<file path="src/dgpio_map.svh">
// Overview of operation
// RL1 - narrow direction bits 3:0, 0 output, reset input
// RL2 - wide direction bits 7:0, 0 output, reset input
// RL3 - output bit data is stored and driven
// RL4 - input bit reads pin, writes ignored
// RL5 - polarity bit inverts between register and pin
// RL6 - any pin edge sets its status bit
// RL7 - status read returns bits then clears them
// RL8 - wide status bits map to pins in order
// RL9 - narrow status only bits 3:0, rest reserved
// RL10 - narrow alt bits route beep and green
// RL11 - wide alt bits route led, beep, irq, watchdog
// RL12 - each port resets only by its reset
// RL13 - control bit 3 opens the I/O window
// RL14 - two bytes hold window base, reset zero
// RL15 - each port needs its own activation enable
// RL16 - pins synchronised, edge beats read clear
// RL17 - reserved bits read zero, ignore writes
`ifndef DGPIO_MAP_SVH
`define DGPIO_MAP_SVH

`define DGPIO_OFF_CTRL 8'h30
`define DGPIO_OFF_BASE_HI 8'h60
`define DGPIO_OFF_BASE_LO 8'h61
`define DGPIO_OFF_N_DIR 8'he0
`define DGPIO_OFF_N_DATA 8'he1
`define DGPIO_OFF_N_POL 8'he2
`define DGPIO_OFF_N_STAT 8'he3
`define DGPIO_OFF_W_DIR 8'he4
`define DGPIO_OFF_W_DATA 8'he5
`define DGPIO_OFF_W_POL 8'he6
`define DGPIO_OFF_W_STAT 8'he7
`define DGPIO_OFF_N_ALT 8'hec
`define DGPIO_OFF_W_ALT 8'hed

`define DGPIO_CTRL_MASK 8'h08
`define DGPIO_CTRL_WIN_BIT 3
`define DGPIO_N_IMPL 8'h0f
`define DGPIO_N_ALT_MASK 8'h30
`define DGPIO_W_IMPL 8'hff
`define DGPIO_N_DIR_RST 8'h0f
`define DGPIO_W_DIR_RST 8'hff
`define DGPIO_ZERO_RST 8'h00
`define DGPIO_BASE_HI_MASK 8'h0f
`define DGPIO_WIN_SPAN_BITS 3

`endif

</file>
<file path="src/dgpio_pkg.sv">
package dgpio_pkg;

   // register view of one port
   typedef struct packed {
      logic [7:0] dir;
      logic [7:0] data;
      logic [7:0] pol;
      logic [7:0] stat;
      logic [7:0] lvl;
   } dgpio_regs_t;

   // function sources that may be routed onto pins
   typedef struct packed {
      logic yellow_led_out;
      logic green_led_out;
      logic beep_out;
      logic system_mgmt_irq_out;
      logic watchdog_timeout_out;
   } dgpio_alt_src_t;

   // which path owns the current access
   typedef enum logic [1:0] {
      DGPIO_ACC_IDLE = 2'b00,
      DGPIO_ACC_CFG = 2'b01,
      DGPIO_ACC_WIN = 2'b10
   } dgpio_acc_t;

endpackage : dgpio_pkg

</file>
<file path="src/dgpio_bank.sv">
`timescale 1ns/1ps
`default_nettype none
`include "dgpio_map.svh"
module dgpio_bank (
   input wire logic core_clk,
   input wire logic rst_n,
   input wire logic narrow_port_reset_n,
   input wire logic wide_port_reset_n,
   input wire logic narrow_port_active,
   input wire logic wide_port_active,
   input wire logic [7:0] cfg_addr,
   input wire logic cfg_wr,
   input wire logic cfg_rd,
   input wire logic [7:0] cfg_wdata,
   output logic [7:0] cfg_rdata,
   input wire logic [11:0] io_addr,
   input wire logic io_wr,
   input wire logic io_rd,
   input wire logic [7:0] io_wdata,
   output logic [7:0] io_rdata,
   output logic io_hit,
   input wire dgpio_pkg::dgpio_alt_src_t alt_src,
   input wire logic [7:0] narrow_port_pins_in,
   output logic [7:0] narrow_port_pins_out,
   output logic [7:0] narrow_port_pins_oe,
   input wire logic [7:0] wide_port_pins_in,
   output logic [7:0] wide_port_pins_out,
   output logic [7:0] wide_port_pins_oe
);
   logic [7:0] ctrl_r, base_hi_r, base_lo_r, n_alt_r, w_alt_r;
   logic [11:0] win_base;
   logic win_sel;
   logic [7:0] win_idx, acc_addr, acc_wdata, rd_mux;
   logic acc_wr, acc_rd;
   dgpio_pkg::dgpio_acc_t acc_src;
   logic [7:0] n_alt_val, w_alt_val;
   dgpio_pkg::dgpio_regs_t n_regs, w_regs;

   // window base and hit decode
   assign win_base = {base_hi_r[3:0], base_lo_r};
   assign win_sel = ctrl_r[`DGPIO_CTRL_WIN_BIT] &&
      (io_addr[11:`DGPIO_WIN_SPAN_BITS] ==
       win_base[11:`DGPIO_WIN_SPAN_BITS]); // RL13 RL14
   assign io_hit = win_sel && (io_wr || io_rd);

   // window offset 0-3 narrow port, 4-7 wide port
   always_comb begin
      if (io_addr[2]) win_idx = `DGPIO_OFF_W_DIR | {6'h00, io_addr[1:0]};
      else win_idx = `DGPIO_OFF_N_DIR | {6'h00, io_addr[1:0]};
   end

   // configuration port wins over the window
   always_comb begin
      if (cfg_wr || cfg_rd) acc_src = dgpio_pkg::DGPIO_ACC_CFG;
      else if (io_hit) acc_src = dgpio_pkg::DGPIO_ACC_WIN;
      else acc_src = dgpio_pkg::DGPIO_ACC_IDLE;
   end

   always_comb begin
      case (acc_src)
         dgpio_pkg::DGPIO_ACC_CFG: begin
            acc_addr = cfg_addr;
            acc_wdata = cfg_wdata;
            acc_wr = cfg_wr;
            acc_rd = cfg_rd && !cfg_wr;
         end
         dgpio_pkg::DGPIO_ACC_WIN: begin
            acc_addr = win_idx;
            acc_wdata = io_wdata;
            acc_wr = io_wr;
            acc_rd = io_rd && !io_wr;
         end
         default: begin
            acc_addr = 8'h00;
            acc_wdata = 8'h00;
            acc_wr = 1'b0;
            acc_rd = 1'b0;
         end
      endcase
   end

   // window control and base registers
   always_ff @(posedge core_clk or negedge rst_n) begin
      if (!rst_n) begin
         ctrl_r <= `DGPIO_ZERO_RST;
         base_hi_r <= `DGPIO_ZERO_RST;
         base_lo_r <= `DGPIO_ZERO_RST;
      end else if (acc_wr) begin
         if (acc_addr == `DGPIO_OFF_CTRL)
            ctrl_r <= acc_wdata & `DGPIO_CTRL_MASK; // RL13 RL17
         else if (acc_addr == `DGPIO_OFF_BASE_HI)
            base_hi_r <= acc_wdata & `DGPIO_BASE_HI_MASK; // RL14
         else if (acc_addr == `DGPIO_OFF_BASE_LO)
            base_lo_r <= acc_wdata; // RL14
      end
   end

   // narrow port alternate function
   always_ff @(posedge core_clk or negedge rst_n) begin
      if (!rst_n) n_alt_r <= `DGPIO_ZERO_RST;
      else if (!narrow_port_reset_n) n_alt_r <= `DGPIO_ZERO_RST; // RL12
      else if (acc_wr && acc_addr == `DGPIO_OFF_N_ALT)
         n_alt_r <= acc_wdata & `DGPIO_N_ALT_MASK; // RL10 RL17
   end

   // wide port alternate function
   always_ff @(posedge core_clk or negedge rst_n) begin
      if (!rst_n) w_alt_r <= `DGPIO_ZERO_RST;
      else if (!wide_port_reset_n) w_alt_r <= `DGPIO_ZERO_RST; // RL12
      else if (acc_wr && acc_addr == `DGPIO_OFF_W_ALT)
         w_alt_r <= acc_wdata; // RL11
   end

   // fixed function values per pin
   assign n_alt_val = {2'b00, alt_src.beep_out, alt_src.green_led_out,
      4'h0}; // RL10
   assign w_alt_val = {2{alt_src.yellow_led_out, alt_src.beep_out,
      alt_src.system_mgmt_irq_out, alt_src.watchdog_timeout_out}}; // RL11

   dgpio_port #(
      .IMPL(`DGPIO_N_IMPL),
      .DIR_RST(`DGPIO_N_DIR_RST)
   ) u_narrow (
      .core_clk(core_clk),
      .rst_n(rst_n),
      .port_rst_n(narrow_port_reset_n),
      .active(narrow_port_active),
      .dir_we(acc_wr && acc_addr == `DGPIO_OFF_N_DIR),
      .data_we(acc_wr && acc_addr == `DGPIO_OFF_N_DATA),
      .pol_we(acc_wr && acc_addr == `DGPIO_OFF_N_POL),
      .stat_rd(acc_rd && acc_addr == `DGPIO_OFF_N_STAT),
      .wdata(acc_wdata),
      .pin_in(narrow_port_pins_in),
      .alt_en(n_alt_r),
      .alt_val(n_alt_val),
      .regs(n_regs),
      .pin_out(narrow_port_pins_out),
      .pin_oe(narrow_port_pins_oe)
   );

   dgpio_port #(
      .IMPL(`DGPIO_W_IMPL),
      .DIR_RST(`DGPIO_W_DIR_RST)
   ) u_wide (
      .core_clk(core_clk),
      .rst_n(rst_n),
      .port_rst_n(wide_port_reset_n),
      .active(wide_port_active),
      .dir_we(acc_wr && acc_addr == `DGPIO_OFF_W_DIR),
      .data_we(acc_wr && acc_addr == `DGPIO_OFF_W_DATA),
      .pol_we(acc_wr && acc_addr == `DGPIO_OFF_W_POL),
      .stat_rd(acc_rd && acc_addr == `DGPIO_OFF_W_STAT),
      .wdata(acc_wdata),
      .pin_in(wide_port_pins_in),
      .alt_en(w_alt_r),
      .alt_val(w_alt_val),
      .regs(w_regs),
      .pin_out(wide_port_pins_out),
      .pin_oe(wide_port_pins_oe)
   );

   // read mux, unmapped offsets read zero
   always_comb begin
      if (acc_addr == `DGPIO_OFF_CTRL) rd_mux = ctrl_r;
      else if (acc_addr == `DGPIO_OFF_BASE_HI) rd_mux = base_hi_r;
      else if (acc_addr == `DGPIO_OFF_BASE_LO) rd_mux = base_lo_r;
      else if (acc_addr == `DGPIO_OFF_N_DIR) rd_mux = n_regs.dir;
      else if (acc_addr == `DGPIO_OFF_N_DATA) rd_mux = n_regs.data;
      else if (acc_addr == `DGPIO_OFF_N_POL) rd_mux = n_regs.pol;
      else if (acc_addr == `DGPIO_OFF_N_STAT) rd_mux = n_regs.stat;
      else if (acc_addr == `DGPIO_OFF_W_DIR) rd_mux = w_regs.dir;
      else if (acc_addr == `DGPIO_OFF_W_DATA) rd_mux = w_regs.data;
      else if (acc_addr == `DGPIO_OFF_W_POL) rd_mux = w_regs.pol;
      else if (acc_addr == `DGPIO_OFF_W_STAT) rd_mux = w_regs.stat;
      else if (acc_addr == `DGPIO_OFF_N_ALT) rd_mux = n_alt_r;
      else if (acc_addr == `DGPIO_OFF_W_ALT) rd_mux = w_alt_r;
      else rd_mux = 8'h00; // RL17
   end

   // read data captured one edge after the strobe
   always_ff @(posedge core_clk or negedge rst_n) begin
      if (!rst_n) begin
         cfg_rdata <= 8'h00;
         io_rdata <= 8'h00;
      end else begin
         if (acc_rd && acc_src == dgpio_pkg::DGPIO_ACC_CFG)
            cfg_rdata <= rd_mux; // RL7
         if (acc_rd && acc_src == dgpio_pkg::DGPIO_ACC_WIN)
            io_rdata <= rd_mux;
      end
   end

   // helper edge view for the checks below
   logic [7:0] w_lvl_d_r, n_lvl_d_r;
   logic [7:0] w_edge, n_edge;
   always_ff @(posedge core_clk or negedge rst_n) begin
      if (!rst_n) begin
         w_lvl_d_r <= 8'h00;
         n_lvl_d_r <= 8'h00;
      end else begin
         w_lvl_d_r <= w_regs.lvl;
         n_lvl_d_r <= n_regs.lvl;
      end
   end
   assign w_edge = (w_regs.lvl ^ w_lvl_d_r) & {8{wide_port_active}};
   assign n_edge = (n_regs.lvl ^ n_lvl_d_r) & {8{narrow_port_active}};
endmodule : dgpio_bank
`default_nettype wire

</file>
<file path="src/dgpio_port.sv">
`timescale 1ns/1ps
`default_nettype none
module dgpio_port #(
   parameter logic [7:0] IMPL = 8'hff,
   parameter logic [7:0] DIR_RST = 8'hff
) (
   input wire logic core_clk,
   input wire logic rst_n,
   input wire logic port_rst_n,
   input wire logic active,
   input wire logic dir_we,
   input wire logic data_we,
   input wire logic pol_we,
   input wire logic stat_rd,
   input wire logic [7:0] wdata,
   input wire logic [7:0] pin_in,
   input wire logic [7:0] alt_en,
   input wire logic [7:0] alt_val,
   output var dgpio_pkg::dgpio_regs_t regs,
   output logic [7:0] pin_out,
   output logic [7:0] pin_oe
);
   logic [7:0] dir_r, data_r, pol_r, stat_r;
   logic [7:0] sync1_r, sync2_r, lvl_d_r;
   logic [7:0] edge_w;

   // two-stage synchroniser, then one delay for edges
   always_ff @(posedge core_clk or negedge rst_n) begin
      if (!rst_n) begin
         sync1_r <= 8'h00;
         sync2_r <= 8'h00;
         lvl_d_r <= 8'h00;
      end else begin
         sync1_r <= pin_in; // RL16
         sync2_r <= sync1_r;
         lvl_d_r <= sync2_r;
      end
   end

   // rising or falling edge on implemented bits
   assign edge_w = (sync2_r ^ lvl_d_r) & IMPL & {8{active}}; // RL6

   // direction register
   always_ff @(posedge core_clk or negedge rst_n) begin
      if (!rst_n) dir_r <= DIR_RST;
      else if (!port_rst_n) dir_r <= DIR_RST; // RL12
      else if (dir_we) dir_r <= wdata & IMPL; // RL1 RL2 RL17
   end

   // data register, input bits keep their value
   always_ff @(posedge core_clk or negedge rst_n) begin
      if (!rst_n) data_r <= 8'h00;
      else if (!port_rst_n) data_r <= 8'h00; // RL12
      else if (data_we) data_r <= (data_r & dir_r) | (wdata & ~dir_r & IMPL); // RL3 RL4
   end

   // polarity register
   always_ff @(posedge core_clk or negedge rst_n) begin
      if (!rst_n) pol_r <= 8'h00;
      else if (!port_rst_n) pol_r <= 8'h00; // RL12
      else if (pol_we) pol_r <= wdata & IMPL; // RL5
   end

   // sticky edge status, a new edge beats the read clear
   always_ff @(posedge core_clk or negedge rst_n) begin
      if (!rst_n) stat_r <= 8'h00;
      else if (!port_rst_n) stat_r <= 8'h00; // RL12
      else stat_r <= (stat_rd ? 8'h00 : stat_r) | edge_w; // RL7 RL16 RL8
   end

   // pin drive, alternate function replaces data
   always_ff @(posedge core_clk or negedge rst_n) begin
      if (!rst_n) begin
         pin_out <= 8'h00;
         pin_oe <= 8'h00;
      end else begin
         pin_out <= (alt_en & alt_val) | (~alt_en & (data_r ^ pol_r)); // RL3 RL5
         pin_oe <= active ? ((~dir_r & IMPL) | alt_en) : 8'h00; // RL15
      end
   end

   // register view, input bits show the pin
   always_comb begin
      regs.dir = dir_r;
      regs.data = ((data_r & ~dir_r) | ((sync2_r ^ pol_r) & dir_r)) & IMPL; // RL4 RL5
      regs.pol = pol_r;
      regs.stat = stat_r; // RL9
      regs.lvl = sync2_r & IMPL;
   end

endmodule : dgpio_port
`default_nettype wire

</file>
<file path="config.mk">
export PLATFORM = sky130hd
export DESIGN_NAME = dgpio_bank
export DESIGN_NICKNAME = d
export VERILOG_FILES = /design/src/dgpio_pkg.sv /design/src/dgpio_bank.sv /design/src/dgpio_port.sv
export VERILOG_INCLUDE_DIRS = /design/src /design/src/src
export SDC_FILE = /design/constraint.sdc
export NUM_CORES = 1
export LEC_CHECK = 0
export BUFFER_PORTS_ARGS = -buffer_cell sky130_fd_sc_hd__buf_2
export CAP_MARGIN = 20
export CORE_MARGIN = 5
export CORE_UTILIZATION = 55
export DETAILED_ROUTE_END_ITERATION = 6
export PLACE_DENSITY = 0.77
export SLEW_MARGIN = 20
export SYNTH_ARGS = -nofsm -noshare
export SYNTH_HDL_FRONTEND = slang
export SYNTH_SLANG_ARGS = --single-unit
</file>
<file path="constraint.sdc">
create_clock -name core_clk -period 8.05 [get_ports core_clk]
set_clock_uncertainty 0.2 [all_clocks]
set_input_delay 0 -clock core_clk [delete_from_list [all_inputs] [get_ports core_clk]]
set_output_delay 0 -clock core_clk [all_outputs]
set_load 0.01 [all_outputs]
</file>
==> metrics.txt <==
# TYPE chip_impl_metric gauge
chip_impl_metric{name="hold_violations",unit=""} 21
chip_impl_metric{name="post_route_cells_drive_above_1_share",unit="%"} 19.3
chip_impl_metric{name="finalCritPeriodShare",unit="%"} 50.4
chip_impl_info{name="synth_top_family_by_area",value="compound AO/OA/AOI/OAI gates"} 1
chip_impl_metric{name="htree_levels",unit=""} 4
chip_impl_metric{name="n_antenna_cell",unit=""} 0
chip_impl_metric{name="io-pin-count",unit=""} 116
chip_impl_metric{name="synth-warning-count",unit=""} 0
chip_impl_metric{name="post_synth.cell_area_avg",unit="um^2"} 9.93
chip_impl_metric{name="dieArea",unit="um^2"} 15600
chip_impl_metric{name="dr_total_vias",unit=""} 6546
chip_impl_info{name="clock_tree_from_tritoncts",value="done"} 1
chip_impl_metric{name="synth_register_bits",unit=""} 151
chip_impl_metric{name="via_density_per_instance",unit=""} 6.17
chip_impl_metric{name="worst_ep_required_time",unit="ns"} 8.21
chip_impl_metric{name="io_buffers",unit=""} 107
chip_impl_metric{name="die_extent_in_y",unit="um"} 125
chip_impl_metric{name="synthArstFlopShare",unit="%"} 100
chip_impl_metric{name="drv_slew",unit=""} 0
chip_impl_metric{name="grt_max_degree",unit=""} 88
chip_impl_metric{name="slew_headroom",unit="%"} 27.2
chip_impl_metric{name="antenna_violating_nets_post_route",unit=""} 0
chip_impl_metric{name="routedWlPerCell",unit="um"} 23.2
chip_impl_info{name="critical_path_class",value="reg -> reg"} 1
chip_impl_metric{name="cts_inserted_buffers",unit=""} 17
chip_impl_metric{name="drt_pass1_iterations",unit=""} 5
chip_impl_metric{name="synth_compound_area_share",unit="%"} 19.6
chip_impl_metric{name="grt-ovfl-total",unit=""} 0
chip_impl_info{name="end_kind",value="flop"} 1
chip_impl_metric{name="floorplan.initialDensity",unit="%"} 55.4
chip_impl_metric{name="totalWireLength",unit="mm"} 24.7
chip_impl_metric{name="area.growth.synth_to_final",unit="%"} 23.0
chip_impl_metric{name="dieWidth",unit="um"} 125
chip_impl_metric{name="yosys.area_share.simple",unit="%"} 18.9
chip_impl_info{name="timing.hold.worst.class",value="in -> async"} 1
chip_impl_metric{name="setup_viol",unit=""} 0
chip_impl_info{name="leading_cell_type_in_the_layout_fill_and_taps_excluded",value="sky130_fd_sc_hd__dfrtp_1"} 1
chip_impl_metric{name="grtUsageTotal",unit="%"} 32.4
chip_impl_metric{name="post_dp_hpwl",unit="mm"} 17.0
chip_impl_metric{name="tritoncts_num_sinks",unit=""} 151
chip_impl_info{name="timing.critical_path.from_type",value="flop"} 1
chip_impl_metric{name="synth-seq-area-share",unit="%"} 52.3
chip_impl_metric{name="worst_supply_voltage_drop_on_vdd",unit="uV"} 136
chip_impl_info{name="rsz0062_at_grt",value="false"} 1
chip_impl_metric{name="route.detailed.drc",unit=""} 0
chip_impl_metric{name="final_net_count",unit=""} 939
chip_impl_metric{name="placeableCoreArea",unit="um^2"} 13100
chip_impl_metric{name="num_rows",unit=""} 42
chip_impl_metric{name="max_slew.worst_pin.slew",unit="ns"} 1.09
chip_impl_metric{name="clkLatencyLatePin",unit="ns"} 0.43
chip_impl_metric{name="cts.repair_timing.setup_buffer_count",unit=""} 0
chip_impl_metric{name="clk_pin_slew_worst_paths",unit="ns"} 0.07
chip_impl_metric{name="max_cap_viol_count",unit=""} 0
chip_impl_info{name="root_buffer_selected_by_cts",value="sky130_fd_sc_hd__clkbuf_16"} 1
chip_impl_metric{name="final_core_util",unit="%"} 68.1
chip_impl_metric{name="grt_first_pass_wirelength",unit="mm"} 38.7
chip_impl_metric{name="critPathMaxFanout",unit=""} 18
chip_impl_metric{name="synthXorXnorAreaFrac",unit="%"} 4.96
chip_impl_metric{name="synth_enable_flop_cells",unit=""} 0
chip_impl_metric{name="synth.distinct_cells",unit=""} 67
chip_impl_metric{name="p_per_area",unit="nW/um^2"} 195
chip_impl_metric{name="post_cts_resize_count",unit=""} 0
chip_impl_metric{name="r2r_cells",unit=""} 11
chip_impl_info{name="ys.flop_type",value="sky130_fd_sc_hd__dfrtp_1"} 1
chip_impl_info{name="violations",value="negative hold slack"} 1
chip_impl_metric{name="drt_iter0_markers",unit=""} 689
chip_impl_metric{name="yosys-mux-area-fraction",unit="%"} 0.846
chip_impl_metric{name="first_global_vias",unit=""} 6580
chip_impl_metric{name="cts_buffer_depth",unit=""} 2
chip_impl_metric{name="post_synth_inst_count",unit=""} 730
chip_impl_metric{name="finalHoldWorstSlack",unit="ns"} -0.0109
chip_impl_metric{name="final_total_negative_setup_slack",unit="ns"} 0
chip_impl_metric{name="max_freq",unit="MHz"} 246
chip_impl_metric{name="period_minus_slack",unit="ns"} 4.06
chip_impl_info{name="layout_common_cells",value="139 x sky130_fd_sc_hd__dfrtp_1, 106 x sky130_fd_sc_hd__buf_2, 75 x sky130_fd_sc_hd__nand2_1"} 1
chip_impl_info{name="run_status",value="finished, violations left"} 1
chip_impl_metric{name="leakage",unit="nW"} 4.26
chip_impl_metric{name="globalplace.congestion",unit=""} 0.983
chip_impl_metric{name="antenna_found_initial",unit=""} 1
chip_impl_metric{name="yosys.area_share.adder",unit="%"} 0
chip_impl_metric{name="timing.critical_path.arrival",unit="ns"} 4.22
chip_impl_metric{name="synthesis.area",unit="um^2"} 7250
## cells by family (layout without fill, tap and decap cells)
family	Yosys count	count (layout)
AO/OA/AOI/OAI	209	209
XOR/XNOR	41	41
buffers and inverters	53	205
flip-flops	151	151
multiplexers	6	6
other	1	4
AND/OR/NAND/NOR	269	269
## final timing paths
path | end | slack [ns] | startpoint
max reg2reg | u_narrow.dir_r[2] | 3.99 | base_hi_r[1]
max in group asynchronous | u_narrow.data_r[2] | 6.32 | rst_n
min reg2reg | u_wide.sync2_r[6] | 0.15 | u_wide.sync1_r[6]
min | u_wide.lvl_d_r[6] | -0.01 | rst_n
min in group core_clk | u_wide.sync1_r[3] | 0.01 | wide_port_pins_in[3]
max | u_narrow.dir_r[2] | 3.99 | base_hi_r[1]
## where the power goes
group / leakage [nW] / total [mW] / internal [mW] / switching, mW
clock: 0.281 / 0.787 / 0.442 / 0.345
combinational: 2.02 / 0.158 / 0.0588 / 0.0992
sequential: 1.96 / 0.798 / 0.781 / 0.0176
total: 4.26 / 1.74 / 1.28 / 0.462
## metrics by stage
step                      cell area (um^2)  hold slack (ns)  power, mW  setup WS (ns)  instances
after global routing                  8920         0.000682       1.80           3.78       1061
after floorplan                       7260           -0.496      0.877           5.13        733
after detailed placement              7870           -0.105      0.945           4.17        982
after global placement                7870           -0.123      0.940           4.29        982
after CTS                             8920         0.000943       1.74           4.07       1061
final                                 8920          -0.0109       1.74           3.99       1061
## Yosys cell counts, types with 7 or more instances
library cell	n	share of area, %
sky130_fd_sc_hd__nor2b_1	17	1.5
sky130_fd_sc_hd__o211ai_1	7	0.73
sky130_fd_sc_hd__dfrtp_1	139	48
sky130_fd_sc_hd__nand4_1	12	1.0
sky130_fd_sc_hd__a21boi_0	10	1.0
sky130_fd_sc_hd__and2_1	14	1.2
sky130_fd_sc_hd__xor2_1	18	2.2
sky130_fd_sc_hd__a31oi_1	8	0.69
sky130_fd_sc_hd__nor2_1	68	3.5
sky130_fd_sc_hd__o211a_1	26	3.6
sky130_fd_sc_hd__a21oi_1	40	2.8
sky130_fd_sc_hd__nand2_1	75	3.9
sky130_fd_sc_hd__o21ai_0	49	3.4
sky130_fd_sc_hd__or3_1	9	0.78
sky130_fd_sc_hd__a22oi_1	17	1.8
sky130_fd_sc_hd__nand3_1	22	1.5
sky130_fd_sc_hd__inv_1	13	0.67
sky130_fd_sc_hd__nor3_1	8	0.55
sky130_fd_sc_hd__xnor2_1	23	2.8
sky130_fd_sc_hd__dfstp_2	12	4.4
sky130_fd_sc_hd__a211oi_1	7	0.73
sky130_fd_sc_hd__buf_2	8	0.55
sky130_fd_sc_hd__clkbuf_1	20	1.0
## routing by layer
metal	routed length [um]	GRT usage [%]	vias to the layer above	share of wire [%]
met1	10400	45.0	3218	42
met5	0	0	-	0
met4	620	10.7	0	2.5
li1	-	-	2894	-
met2	11200	48.8	380	45
met3	2420	9.82	54	9.8
## timing repair
item	4_1_cts	5_1_grt
endpoints found under the setup margin	0	0
endpoints found under the hold margin	193	0
hold buffers	47	0
## layout make-up
type,instances,area [um^2]
flip-flops and latches,151,3790
repair buffers,157,1030
clock buffers,18,439
inverters,16,61.3
multi-input cells,529,3230
well taps,176,220
fillers,965,4170
clock inverters,14,136
## worst max-delay path, stage by stage, from the launching register on
cell and delay [ns]:
sky130_fd_sc_hd__dfrtp_1 0.42, sky130_fd_sc_hd__xnor2_1 0.16, sky130_fd_sc_hd__nand4_1 0.37, sky130_fd_sc_hd__or4_4 0.67, sky130_fd_sc_hd__clkinv_2 0.27, sky130_fd_sc_hd__a31oi_1 0.13, sky130_fd_sc_hd__buf_4 0.21, sky130_fd_sc_hd__nand2b_2 0.31
sky130_fd_sc_hd__nor2_2 0.41, sky130_fd_sc_hd__mux2i_1 0.24, sky130_fd_sc_hd__nand2_1 0.06, sky130_fd_sc_hd__dlygate4sd3_1 0.55
(Power assumes the default switching activity.)
